[src/clkb_defs.svh]
/*
  constants for the clock buffer smbus configuration block: bus addresses,
  byte indices, reset values, field positions and arbitrary identity codes.
  assumes it is included by the host model, the testbench and the top design file only.
*/
// Contract
// host block write: start, write address, index N, count X, data N..N+X-1, stop
// target answers address dc hex for writes and dd hex for reads
// target acks address, index, count and each data byte; stores from N upward
// host block read: start, write address, index, repeated start, read address
// after read address ack, target sends count then bytes N upward
// host acks each read byte but the last, then nacks and stops
// byte 0 bits 7,6 output styles, bit 5 sleep sense; all reset 0
// byte 0 bits 3,1 latched mode strap; bit 2 bandwidth, bit 0 halving, reset 1
// byte 1 holds per pair enables, bit n for pair n, reset all ones
// pair runs only when its enable bit and its enable pin are both active
// byte 2 per pair stoppable select, 1 stoppable, reset all zeros
// byte 3 is spare with no function
// byte 4 read only: revision code high nibble, maker code low nibble
// writable readback length register sets read count, resets to 7
// sleep style 0: true leg high, complement undriven; style 1: both undriven
// stop style 0: park true high, complement low; style 1: both undriven
// host transfers only while the reference clock runs
// after reset all writable bits hold defaults and transfers are accepted
`ifndef CLKB_DEFS_SVH
`define CLKB_DEFS_SVH

// ==========================================
// bus addresses
`define CLKB_ADDR_WR 8'hdc
`define CLKB_ADDR_RD 8'hdd

// ==========================================
// byte indices
`define CLKB_IDX_MODE 8'h00
`define CLKB_IDX_OEN 8'h01
`define CLKB_IDX_STOP 8'h02
`define CLKB_IDX_SPARE 8'h03
`define CLKB_IDX_REV 8'h04
`define CLKB_IDX_DEVID 8'h05
`define CLKB_IDX_RBLEN 8'h06

// ==========================================
// reset values
`define CLKB_RST_MODE 8'h05
`define CLKB_RST_OEN 8'hff
`define CLKB_RST_STOP 8'h00
`define CLKB_RST_SPARE 8'h00
`define CLKB_RST_RBLEN 8'h07

// ==========================================
// byte 0 field positions
`define CLKB_B_SLEEP_STYLE 7
`define CLKB_B_STOP_STYLE 6
`define CLKB_B_SLEEP_SENSE 5
`define CLKB_B_MODE_HI 3
`define CLKB_B_BW 2
`define CLKB_B_MODE_LO 1
`define CLKB_B_HALVE 0

// ==========================================
// identity codes, values arbitrary
`define CLKB_REV_CODE 4'h3
`define CLKB_MAKER_CODE 4'h5
`define CLKB_DEV_CODE 8'h5a

// ==========================================
// counts
`define CLKB_BITS_PER_BYTE 4'h8
`define CLKB_LAST_BIT 4'h7

`endif

[src/clkb_pkg.sv]
/*
  types for the clock buffer smbus configuration block.
  assumes clkb_defs.svh sits beside it.
*/
package clkb_pkg;

  // ==========================================
  // serial engine states
  typedef enum logic [2:0] {ST_IDLE, ST_RX, ST_ACK, ST_TX, ST_TXACK} smb_state_t;

  // ==========================================
  // meaning of the byte being received
  typedef enum logic [1:0] {K_ADDR, K_INDEX, K_COUNT, K_DATA} byte_kind_t;

  // ==========================================
  // drive state of one output pair
  typedef enum logic [1:0] {
    PM_RUN,
    PM_PARK,
    PM_SLEEP_DRIVEN,
    PM_FLOAT
  } pair_mode_t;

  // ==========================================
  // configuration seen by the analog side
  typedef struct packed {
    logic sleep_output_style;
    logic stop_output_style;
    logic sleep_pin_sense;
    logic loop_bandwidth_select;
    logic input_halving_select;
  } clkb_cfg_t;

endpackage

[src/clkb_smb_edge.sv]
/*
  smbus pin front end: two flop synchronisers on clock and data, then
  edge, start and stop detection on the synchronised levels.
  assumes pins are asynchronous to clock_i and much slower than it.
*/
module clkb_smb_edge (
  // clock and reset
  input wire logic clock_i,
  input wire logic rst_i,
  // pins
  input wire logic scl_i,
  input wire logic sda_i,
  // events
  output logic scl_rise_o,
  output logic scl_fall_o,
  output logic start_o,
  output logic stop_o,
  output logic sda_level_o
);

  // ==========================================
  // synchronisers and history
  logic [1:0] scl_sync_reg;
  logic [1:0] sda_sync_reg;
  logic scl_prev_reg;
  logic sda_prev_reg;

  always_ff @(posedge clock_i) begin
    scl_sync_reg <= {scl_sync_reg[0], scl_i};
    sda_sync_reg <= {sda_sync_reg[0], sda_i};
  end

  always_ff @(posedge clock_i) begin
    if (rst_i) begin
      scl_prev_reg <= 1'b1;
      sda_prev_reg <= 1'b1;
    end else begin
      scl_prev_reg <= scl_sync_reg[1];
      sda_prev_reg <= sda_sync_reg[1];
    end
  end

  // ==========================================
  // events
  assign scl_rise_o = scl_sync_reg[1] & ~scl_prev_reg;
  assign scl_fall_o = ~scl_sync_reg[1] & scl_prev_reg;
  assign start_o = scl_sync_reg[1] & scl_prev_reg & sda_prev_reg & ~sda_sync_reg[1];
  assign stop_o = scl_sync_reg[1] & scl_prev_reg & ~sda_prev_reg & sda_sync_reg[1];
  assign sda_level_o = sda_sync_reg[1];

endmodule

[src/clkb_top.sv]
/*
  smbus target with the configuration byte bank and per pair drive state
  of an eight pair clock fan-out buffer.
  assumes clock_i runs whenever the host talks and that sda is pulled up.
*/
`include "clkb_defs.svh"

module clkb_top (
  // clock and reset
  input wire logic clock_i,
  input wire logic rst_i,
  // smbus pins
  input wire logic scl_i,
  input wire logic sda_i,
  output logic sda_o,
  output logic sda_oe_o,
  // control pins
  input wire logic sleep_pin_i,
  input wire logic output_halt_pin_n_i,
  input wire logic [7:0] pair_enable_pin_i,
  input wire logic [1:0] mode_strap_i,
  // analog side
  output clkb_pkg::clkb_cfg_t cfg_o,
  output clkb_pkg::pair_mode_t [7:0] pair_mode_o
);

  // ==========================================
  // pin front end
  logic scl_rise;
  logic scl_fall;
  logic start_ev;
  logic stop_ev;
  logic sda_lvl;

  clkb_smb_edge u_edge (
    .clock_i(clock_i),
    .rst_i(rst_i),
    .scl_i(scl_i),
    .sda_i(sda_i),
    .scl_rise_o(scl_rise),
    .scl_fall_o(scl_fall),
    .start_o(start_ev),
    .stop_o(stop_ev),
    .sda_level_o(sda_lvl)
  );

  logic [1:0] sleep_sync_reg;
  logic [1:0] halt_sync_reg;
  logic [7:0] oe_sync0_reg;
  logic [7:0] oe_sync1_reg;
  logic [1:0] strap_sync0_reg;
  logic [1:0] strap_sync1_reg;

  always_ff @(posedge clock_i) begin
    sleep_sync_reg <= {sleep_sync_reg[0], sleep_pin_i};
    halt_sync_reg <= {halt_sync_reg[0], output_halt_pin_n_i};
    oe_sync0_reg <= pair_enable_pin_i;
    oe_sync1_reg <= oe_sync0_reg;
    strap_sync0_reg <= mode_strap_i;
    strap_sync1_reg <= strap_sync0_reg;
  end

  // ==========================================
  // byte bank
  logic [7:0] mode_reg;
  logic [7:0] oen_reg;
  logic [7:0] stop_reg;
  logic [7:0] spare_reg;
  logic [7:0] rblen_reg;
  logic [1:0] strap_reg;
  logic strap_done_reg;

  clkb_pkg::smb_state_t st_reg;
  clkb_pkg::byte_kind_t kind_reg;
  logic [7:0] shift_reg;
  logic [3:0] bit_cnt_reg;
  logic [7:0] idx_reg;
  logic wr_stb;
  logic addr_ok;
  logic [7:0] rd_byte;

  assign wr_stb = (st_reg == clkb_pkg::ST_RX) && scl_fall && (bit_cnt_reg == `CLKB_BITS_PER_BYTE)
                  && (kind_reg == clkb_pkg::K_DATA) && !start_ev && !stop_ev;
  assign addr_ok = (shift_reg == `CLKB_ADDR_WR) || (shift_reg == `CLKB_ADDR_RD);

  always_ff @(posedge clock_i) begin
    if (rst_i) begin
      mode_reg <= `CLKB_RST_MODE;
      oen_reg <= `CLKB_RST_OEN;
      stop_reg <= `CLKB_RST_STOP;
      spare_reg <= `CLKB_RST_SPARE;
      rblen_reg <= `CLKB_RST_RBLEN;
    end else if (wr_stb) begin
      unique case (idx_reg)
        `CLKB_IDX_MODE: mode_reg <= shift_reg;
        `CLKB_IDX_OEN: oen_reg <= shift_reg;
        `CLKB_IDX_STOP: stop_reg <= shift_reg;
        `CLKB_IDX_SPARE: spare_reg <= shift_reg;
        `CLKB_IDX_RBLEN: rblen_reg <= shift_reg;
        default: ; // read only or unmapped
      endcase
    end
  end

  // mode strap caught once after reset release
  always_ff @(posedge clock_i) begin
    if (rst_i) begin
      strap_done_reg <= 1'b0;
      strap_reg <= 2'h0;
    end else if (!strap_done_reg) begin
      strap_done_reg <= 1'b1;
      strap_reg <= strap_sync1_reg;
    end
  end

  always_comb begin
    rd_byte = 8'h00;
    unique case (idx_reg)
      `CLKB_IDX_MODE: begin
        rd_byte = mode_reg;
        rd_byte[`CLKB_B_MODE_HI] = strap_reg[1];
        rd_byte[`CLKB_B_MODE_LO] = strap_reg[0];
      end
      `CLKB_IDX_OEN: rd_byte = oen_reg;
      `CLKB_IDX_STOP: rd_byte = stop_reg;
      `CLKB_IDX_SPARE: rd_byte = spare_reg;
      `CLKB_IDX_REV: rd_byte = {`CLKB_REV_CODE, `CLKB_MAKER_CODE};
      `CLKB_IDX_DEVID: rd_byte = `CLKB_DEV_CODE;
      `CLKB_IDX_RBLEN: rd_byte = rblen_reg;
      default: rd_byte = 8'h00;
    endcase
  end

  // ==========================================
  // serial engine
  always_ff @(posedge clock_i) begin
    if (rst_i) begin
      st_reg <= clkb_pkg::ST_IDLE;
      kind_reg <= clkb_pkg::K_ADDR;
      shift_reg <= 8'h00;
      bit_cnt_reg <= 4'h0;
      idx_reg <= 8'h00;
    end else if (start_ev) begin
      st_reg <= clkb_pkg::ST_RX;
      kind_reg <= clkb_pkg::K_ADDR;
      bit_cnt_reg <= 4'h0;
    end else if (stop_ev) begin
      st_reg <= clkb_pkg::ST_IDLE;
    end else begin
      unique case (st_reg)
        clkb_pkg::ST_IDLE: ;
        clkb_pkg::ST_RX: begin
          if (scl_rise && bit_cnt_reg != `CLKB_BITS_PER_BYTE) begin
            shift_reg <= {shift_reg[6:0], sda_lvl};
            bit_cnt_reg <= bit_cnt_reg + 4'h1;
          end else if (scl_fall && bit_cnt_reg == `CLKB_BITS_PER_BYTE) begin
            bit_cnt_reg <= 4'h0;
            if (kind_reg == clkb_pkg::K_ADDR && !addr_ok) begin
              st_reg <= clkb_pkg::ST_IDLE;
            end else begin
              st_reg <= clkb_pkg::ST_ACK;
            end
            if (kind_reg == clkb_pkg::K_INDEX) begin
              idx_reg <= shift_reg;
            end
            if (wr_stb) begin
              idx_reg <= idx_reg + 8'h01;
            end
          end
        end
        clkb_pkg::ST_ACK: begin
          if (scl_fall) begin
            unique case (kind_reg)
              clkb_pkg::K_ADDR: begin
                if (shift_reg[0]) begin
                  st_reg <= clkb_pkg::ST_TX;
                  shift_reg <= rblen_reg;
                  kind_reg <= clkb_pkg::K_COUNT;
                end else begin
                  st_reg <= clkb_pkg::ST_RX;
                  kind_reg <= clkb_pkg::K_INDEX;
                end
              end
              clkb_pkg::K_INDEX: begin
                st_reg <= clkb_pkg::ST_RX;
                kind_reg <= clkb_pkg::K_COUNT;
              end
              clkb_pkg::K_COUNT,
              clkb_pkg::K_DATA: begin
                st_reg <= clkb_pkg::ST_RX;
                kind_reg <= clkb_pkg::K_DATA;
              end
            endcase
          end
        end
        clkb_pkg::ST_TX: begin
          if (scl_fall) begin
            if (bit_cnt_reg == `CLKB_LAST_BIT) begin
              st_reg <= clkb_pkg::ST_TXACK;
              bit_cnt_reg <= 4'h0;
            end else begin
              shift_reg <= {shift_reg[6:0], 1'b0};
              bit_cnt_reg <= bit_cnt_reg + 4'h1;
            end
          end
        end
        clkb_pkg::ST_TXACK: begin
          if (scl_rise && sda_lvl) begin
            st_reg <= clkb_pkg::ST_IDLE;
          end else if (scl_fall) begin
            st_reg <= clkb_pkg::ST_TX;
            shift_reg <= rd_byte;
            kind_reg <= clkb_pkg::K_DATA;
            idx_reg <= idx_reg + 8'h01;
          end
        end
      endcase
    end
  end

  // open drain data: only ever pulls low
  always_ff @(posedge clock_i) begin
    if (rst_i) begin
      sda_o <= 1'b0;
      sda_oe_o <= 1'b0;
    end else begin
      sda_o <= 1'b0;
      sda_oe_o <= (st_reg == clkb_pkg::ST_ACK)
                  || (st_reg == clkb_pkg::ST_TX && !shift_reg[7]);
    end
  end

  // ==========================================
  // analog side controls
  logic sleep_act;
  logic halt_act;

  assign sleep_act = (sleep_sync_reg[1] == mode_reg[`CLKB_B_SLEEP_SENSE]);
  assign halt_act = !halt_sync_reg[1];

  always_ff @(posedge clock_i) begin
    if (rst_i) begin
      cfg_o <= '0;
    end else begin
      cfg_o.sleep_output_style <= mode_reg[`CLKB_B_SLEEP_STYLE];
      cfg_o.stop_output_style <= mode_reg[`CLKB_B_STOP_STYLE];
      cfg_o.sleep_pin_sense <= mode_reg[`CLKB_B_SLEEP_SENSE];
      cfg_o.loop_bandwidth_select <= mode_reg[`CLKB_B_BW];
      cfg_o.input_halving_select <= mode_reg[`CLKB_B_HALVE];
    end
  end

  genvar gi;
  generate
    for (gi = 0; gi < 8; gi++) begin : g_pair
      always_ff @(posedge clock_i) begin
        if (rst_i) begin
          pair_mode_o[gi] <= clkb_pkg::PM_FLOAT;
        end else if (sleep_act) begin
          pair_mode_o[gi] <= mode_reg[`CLKB_B_SLEEP_STYLE] ? clkb_pkg::PM_FLOAT
                             : clkb_pkg::PM_SLEEP_DRIVEN;
        end else if (!(oen_reg[gi] && oe_sync1_reg[gi])) begin
          pair_mode_o[gi] <= clkb_pkg::PM_FLOAT;
        end else if (halt_act && stop_reg[gi]) begin
          pair_mode_o[gi] <= mode_reg[`CLKB_B_STOP_STYLE] ? clkb_pkg::PM_FLOAT
                             : clkb_pkg::PM_PARK;
        end else begin
          pair_mode_o[gi] <= clkb_pkg::PM_RUN;
        end
      end

    end
  endgenerate
endmodule
[config.mk]
export PLATFORM = sky130hd
export DESIGN_NAME = clkb_top
export DESIGN_NICKNAME = d
export VERILOG_FILES = /design/src/clkb_pkg.sv /design/src/clkb_smb_edge.sv /design/src/clkb_top.sv
export VERILOG_INCLUDE_DIRS = /design/src
export SDC_FILE = /design/constraint.sdc
export NUM_CORES = 1
export LEC_CHECK = 0
export BUFFER_PORTS_ARGS = -buffer_cell sky130_fd_sc_hd__buf_4
export CORE_ASPECT_RATIO = 0.9
export CORE_MARGIN = 2
export CORE_UTILIZATION = 45
export CTS_CLUSTER_SIZE = 30
export DETAILED_ROUTE_END_ITERATION = 6
export SLEW_MARGIN = 0
export SYNTH_ARGS = -nofsm -noshare
export SYNTH_HDL_FRONTEND = slang
export SYNTH_HIERARCHICAL = 1
export SYNTH_SLANG_ARGS = --single-unit
[constraint.sdc]
create_clock -name clock_i -period 3.4 [get_ports clock_i]
set_clock_uncertainty 0.05 [all_clocks]
set_input_delay 0.85 -clock clock_i [delete_from_list [all_inputs] [get_ports clock_i]]
set_output_delay 0.85 -clock clock_i [all_outputs]
set_load 0.01 [all_outputs]
==> flow_summary.rst <==
.. list-table::
   :header-rows: 1

   * - Metric
     - Value
   * - Result of the run
     - complete, no violations
   * - Clock tree from TritonCTS
     - yes
   * - Post-synthesis register bit count
     - roughly 120
   * - Routability-driven placement congestion ratio
     - between 0.8 and 0.9
   * - Insertion delay of the later-clocked pin in the worst-skew pair
     - 0.42 ns
   * - Worst setup margin
     - roughly 0.85 ns
   * - Startpoint class of the critical path
     - flip-flop
   * - Count of distinct cell types in the synthesized netlist
     - 64
   * - Sum of buffers and inverters on the critical path
     - 0
   * - Gate Count Post-Synth
     - around 530
   * - Diode count
     - 0
   * - Leading cell types in the layout, fill and taps excluded
     - dfxtp_1 (118), nand2_1 (47), nor2_1 (47), buf_4 (46), a21oi_1 (43)
   * - Filler instances
     - between 900 and 1k
   * - Clock transition at the registers of the reported paths
     - 0.06 ns
   * - Number of enable flip-flop cells after synthesis
     - 0
   * - Worst slew margin relative to its limit
     - 0.518
   * - Ys Warns
     - 6
   * - Floorplan core area
     - around 11000 sq um
   * - Vias per inst
     - between 5 and 6
   * - Number of antenna violations at the first check in global routing
     - 0
   * - Post-place setup slack
     - between 0.8 and 0.9 ns
   * - Number of clock sinks
     - 118
   * - PostCTS Resize Cnt
     - 0
   * - Placed wire-length estimate after detailed placement
     - 8170 microns
   * - Worst path arrival time
     - 2.81 ns
   * - Crit path kind
     - reg -> reg
   * - Reg2Reg Depth
     - 4
   * - Floorplan die width
     - between 100 and 150 microns
   * - Share of synthesized flip-flops with an asynchronous set or reset
     - 0
   * - Post-Syn Nets
     - ~550
   * - Cell at the slowest stage of the critical path
     - dfxtp_1
   * - Register ranked first by flip-flop count
     - pair_mode_o
   * - CP Cell Sequence
     - or3b_2, a21oi_1, or4b_1, a2111oi_1
   * - DRC violation count after routing
     - 0
   * - Final number of max-transition violations
     - 0
   * - Drt first pass iters
     - 5
   * - Starting Density
     - 0.458
   * - Hold Path Origin
     - sleep_sync_reg[0]
   * - # Post-CTS Setup Buffers
     - 0
   * - Min-Delay Path Depth
     - 0
   * - Wire length after detailed routing
     - 12100 microns
   * - Syn avg cell area
     - 9.39 sq um
   * - Area share of and/or/nand/nor cells after synthesis
     - 0.190
   * - CTS root buf
     - clkbuf_16
   * - H-Tree Depth
     - 4
   * - Tcrit/Tclk final
     - 0.750
   * - Most frequently used flop master after synthesis
     - dfxtp_1
   * - Fraction of layout cells with a size suffix above 1
     - 0.160
   * - R2R Path End
     - st_reg[1]
   * - Number of buffers created by CTS
     - 17
   * - Number of hold-slack violations in the final timing report
     - 0
   * - End point of the worst hold path
     - sleep_sync_reg[1]
   * - Parity-gate share of the synthesized area counting xor and xnor cells
     - 0.00355
   * - Leakage power figure
     - around 2.5 nW
   * - Vias in the first global route
     - 3794
   * - Tmin final
     - approximately 2.5 ns
   * - Worst-path maximum fanout
     - 24
   * - Worst-case register-to-register setup slack
     - about 0.85 ns
   * - Max-cap violation count
     - 0
   * - Largest net degree at the start of global routing
     - between 50 and 60
   * - Global routing usage summed across all routing layers
     - 0.216
   * - First-pass GRT wire length
     - just under 20000 microns
   * - NumNets Final
     - 576
   * - # rows
     - 36
   * - Main combinational cell family by area after synthesis
     - simple AND/OR/NAND/NOR gates
   * - Area of all placed cells without fillers
     - approximately 5900 sq um
   * - Crit Reg-Reg Startpoint
     - st_reg[2]
   * - Boundary Pins
     - 39
   * - Area overhead of the layout relative to synthesis
     - 19.1%
   * - Hold Path Class
     - reg -> reg
   * - Max reg flops
     - 16
   * - Unrepaired setup endpoints after global routing
     - no
   * - Maximum buffer depth of the clock tree
     - 2
   * - Remaining antenna violation count after routing
     - 0
   * - Adder-cell area share of the yosys netlist
     - 0.0152
   * - Most frequent standard cell in the layout excluding fill and tap cells
     - dfxtp_1
   * - Kind of end point of the critical path
     - flip-flop
   * - Hold-fix buffers, CTS
     - 0
   * - Synthesized area
     - slightly below 5000 sq um
   * - Sum of overflow across all layers after global routing
     - 0
   * - Total Neg Setup Slack
     - 0 ns
   * - Post-synthesis compound-gate area fraction
     - 0.174
   * - Count of final setup violators
     - 0
   * - Crit-path leading delay family
     - simple AND/OR/NAND/NOR gates
   * - IO buf count
     - 37
   * - Highest Clock Rate
     - 392 MHz
   * - Slew @ Worst Pin
     - a little over 0.7 ns
   * - Share of synthesized area occupied by flip-flops and latches
     - 0.479
   * - Via count of the routed design
     - 4032
   * - Placed Instance Area
     - approximately 5300 sq um
   * - Worst hold slack across all endpoints
     - ~0.28 ns
   * - Area enclosed by the die boundary
     - 11800 sq um
   * - Multiplexer area fraction after synthesis
     - 0.0990
   * - Required time worst endpoint
     - around 3.7 ns
   * - Wire length per cell
     - 17.3 microns
   * - Starting DRT DRC Count
     - 277
   * - Vertical die dimension
     - about 100 microns
   * - Longest individual stage delay on the worst path
     - ~0.8 ns
   * - P per Cell Area
     - between 500 and 600 nW/um^2
   * - IR Drop Worst-Case VDD
     - roughly 490 uV
## synth_stat cells, types with 4 or more instances
master      n  area, sq um
buf_2       5         25.0
and3b_1     4         35.0
a32o_1      6         60.1
a22oi_1    10         75.1
nand2_1    47          176
buf_1       4         15.0
a211oi_1    6         45.0
inv_1       8         30.0
nor2b_1    15         93.8
nand3_1    13         65.1
a21oi_1    43          215
dfxtp_1   118         2360
nor2_1     47          176
a311oi_1    4         35.0
a22o_1      7         61.3
clkbuf_1   25         93.8
ha_1        6         75.1
nor3_1     10         50.1
a222oi_1    4         40.0
o21ai_0    27          135
mux2i_1    42          420
## layout make-up
cell class,instances,area (sq um),area share
repair buffers,46,345,0.0588
multi-input cells,362,2380,0.405
flip-flops and latches,118,2360,0.402
inverters,9,33.8,0.00576
well taps,133,166,0.0284
clock buffers,17,425,0.0725
clock inverters,15,156,0.0266
## power breakdown
| group | internal (W) | total [W] | leakage (nW) | switching [W] |
|---|---|---|---|---|
| clock network | 0.000980 | 0.00174 | 0.281 | 0.000759 |
| registers | 0.00142 | 0.00144 | 0.969 | 0.0000247 |
| logic | 0.0000551 | 0.000130 | 1.30 | 0.0000751 |
| total | 0.00246 | 0.00331 | 2.55 | 0.000859 |
## per-stage QoR
| step | std cells | util | power [W] |
|---|---|---|---|
| finish | 700 | 0.545 | 0.00331 |
| global route | 700 | 0.545 | 0.00342 |
| floorplan | 525 | - | 0.00154 |
| CTS | 700 | 0.545 | 0.00334 |
| detailed placement | 668 | 0.491 | 0.00160 |
| global placement | 668 | 0.491 | 0.00160 |
## worst reg2reg max path: stages, from the launching register on
cell and delay, ns:
dfxtp_1 0.79, or3b_2 0.56, a21oi_1 0.22, or4b_1 0.45
a2111oi_1 0.38
## cells by family after synthesis
family                   Yosys count
AO/OA/AOI/OAI                    130
XOR/XNOR                           2
adder cells (fa/ha/maj)            6
buffers and inverters             45
flip-flops                       118
multiplexers                      48
other                              1
AND/OR/NAND/NOR                  175
## layer usage
layer  track usage  part of all wire  vias to the layer above
li1              -                 -                     1965
met1         0.305              0.50                     1933
met2         0.326              0.44                      117
met3        0.0565             0.056                       17
met4        0.0629             0.011                        0
met5             0                 0                        -
## worst max-delay path by stage
stage,from,end,cells after the start
2_1_floorplan,u_edge/sda_sync_reg[1],idx_reg[6],8
3_3_place_gp,st_reg[2],st_reg[1],4
3_5_place_dp,st_reg[2],st_reg[1],4
4_1_cts,u_edge/sda_sync_reg[1],idx_reg[6],6
5_1_grt,st_reg[1],kind_reg[0],5
6_report,st_reg[2],st_reg[1],4
Note: power is estimated with default switching activity, not from simulation.
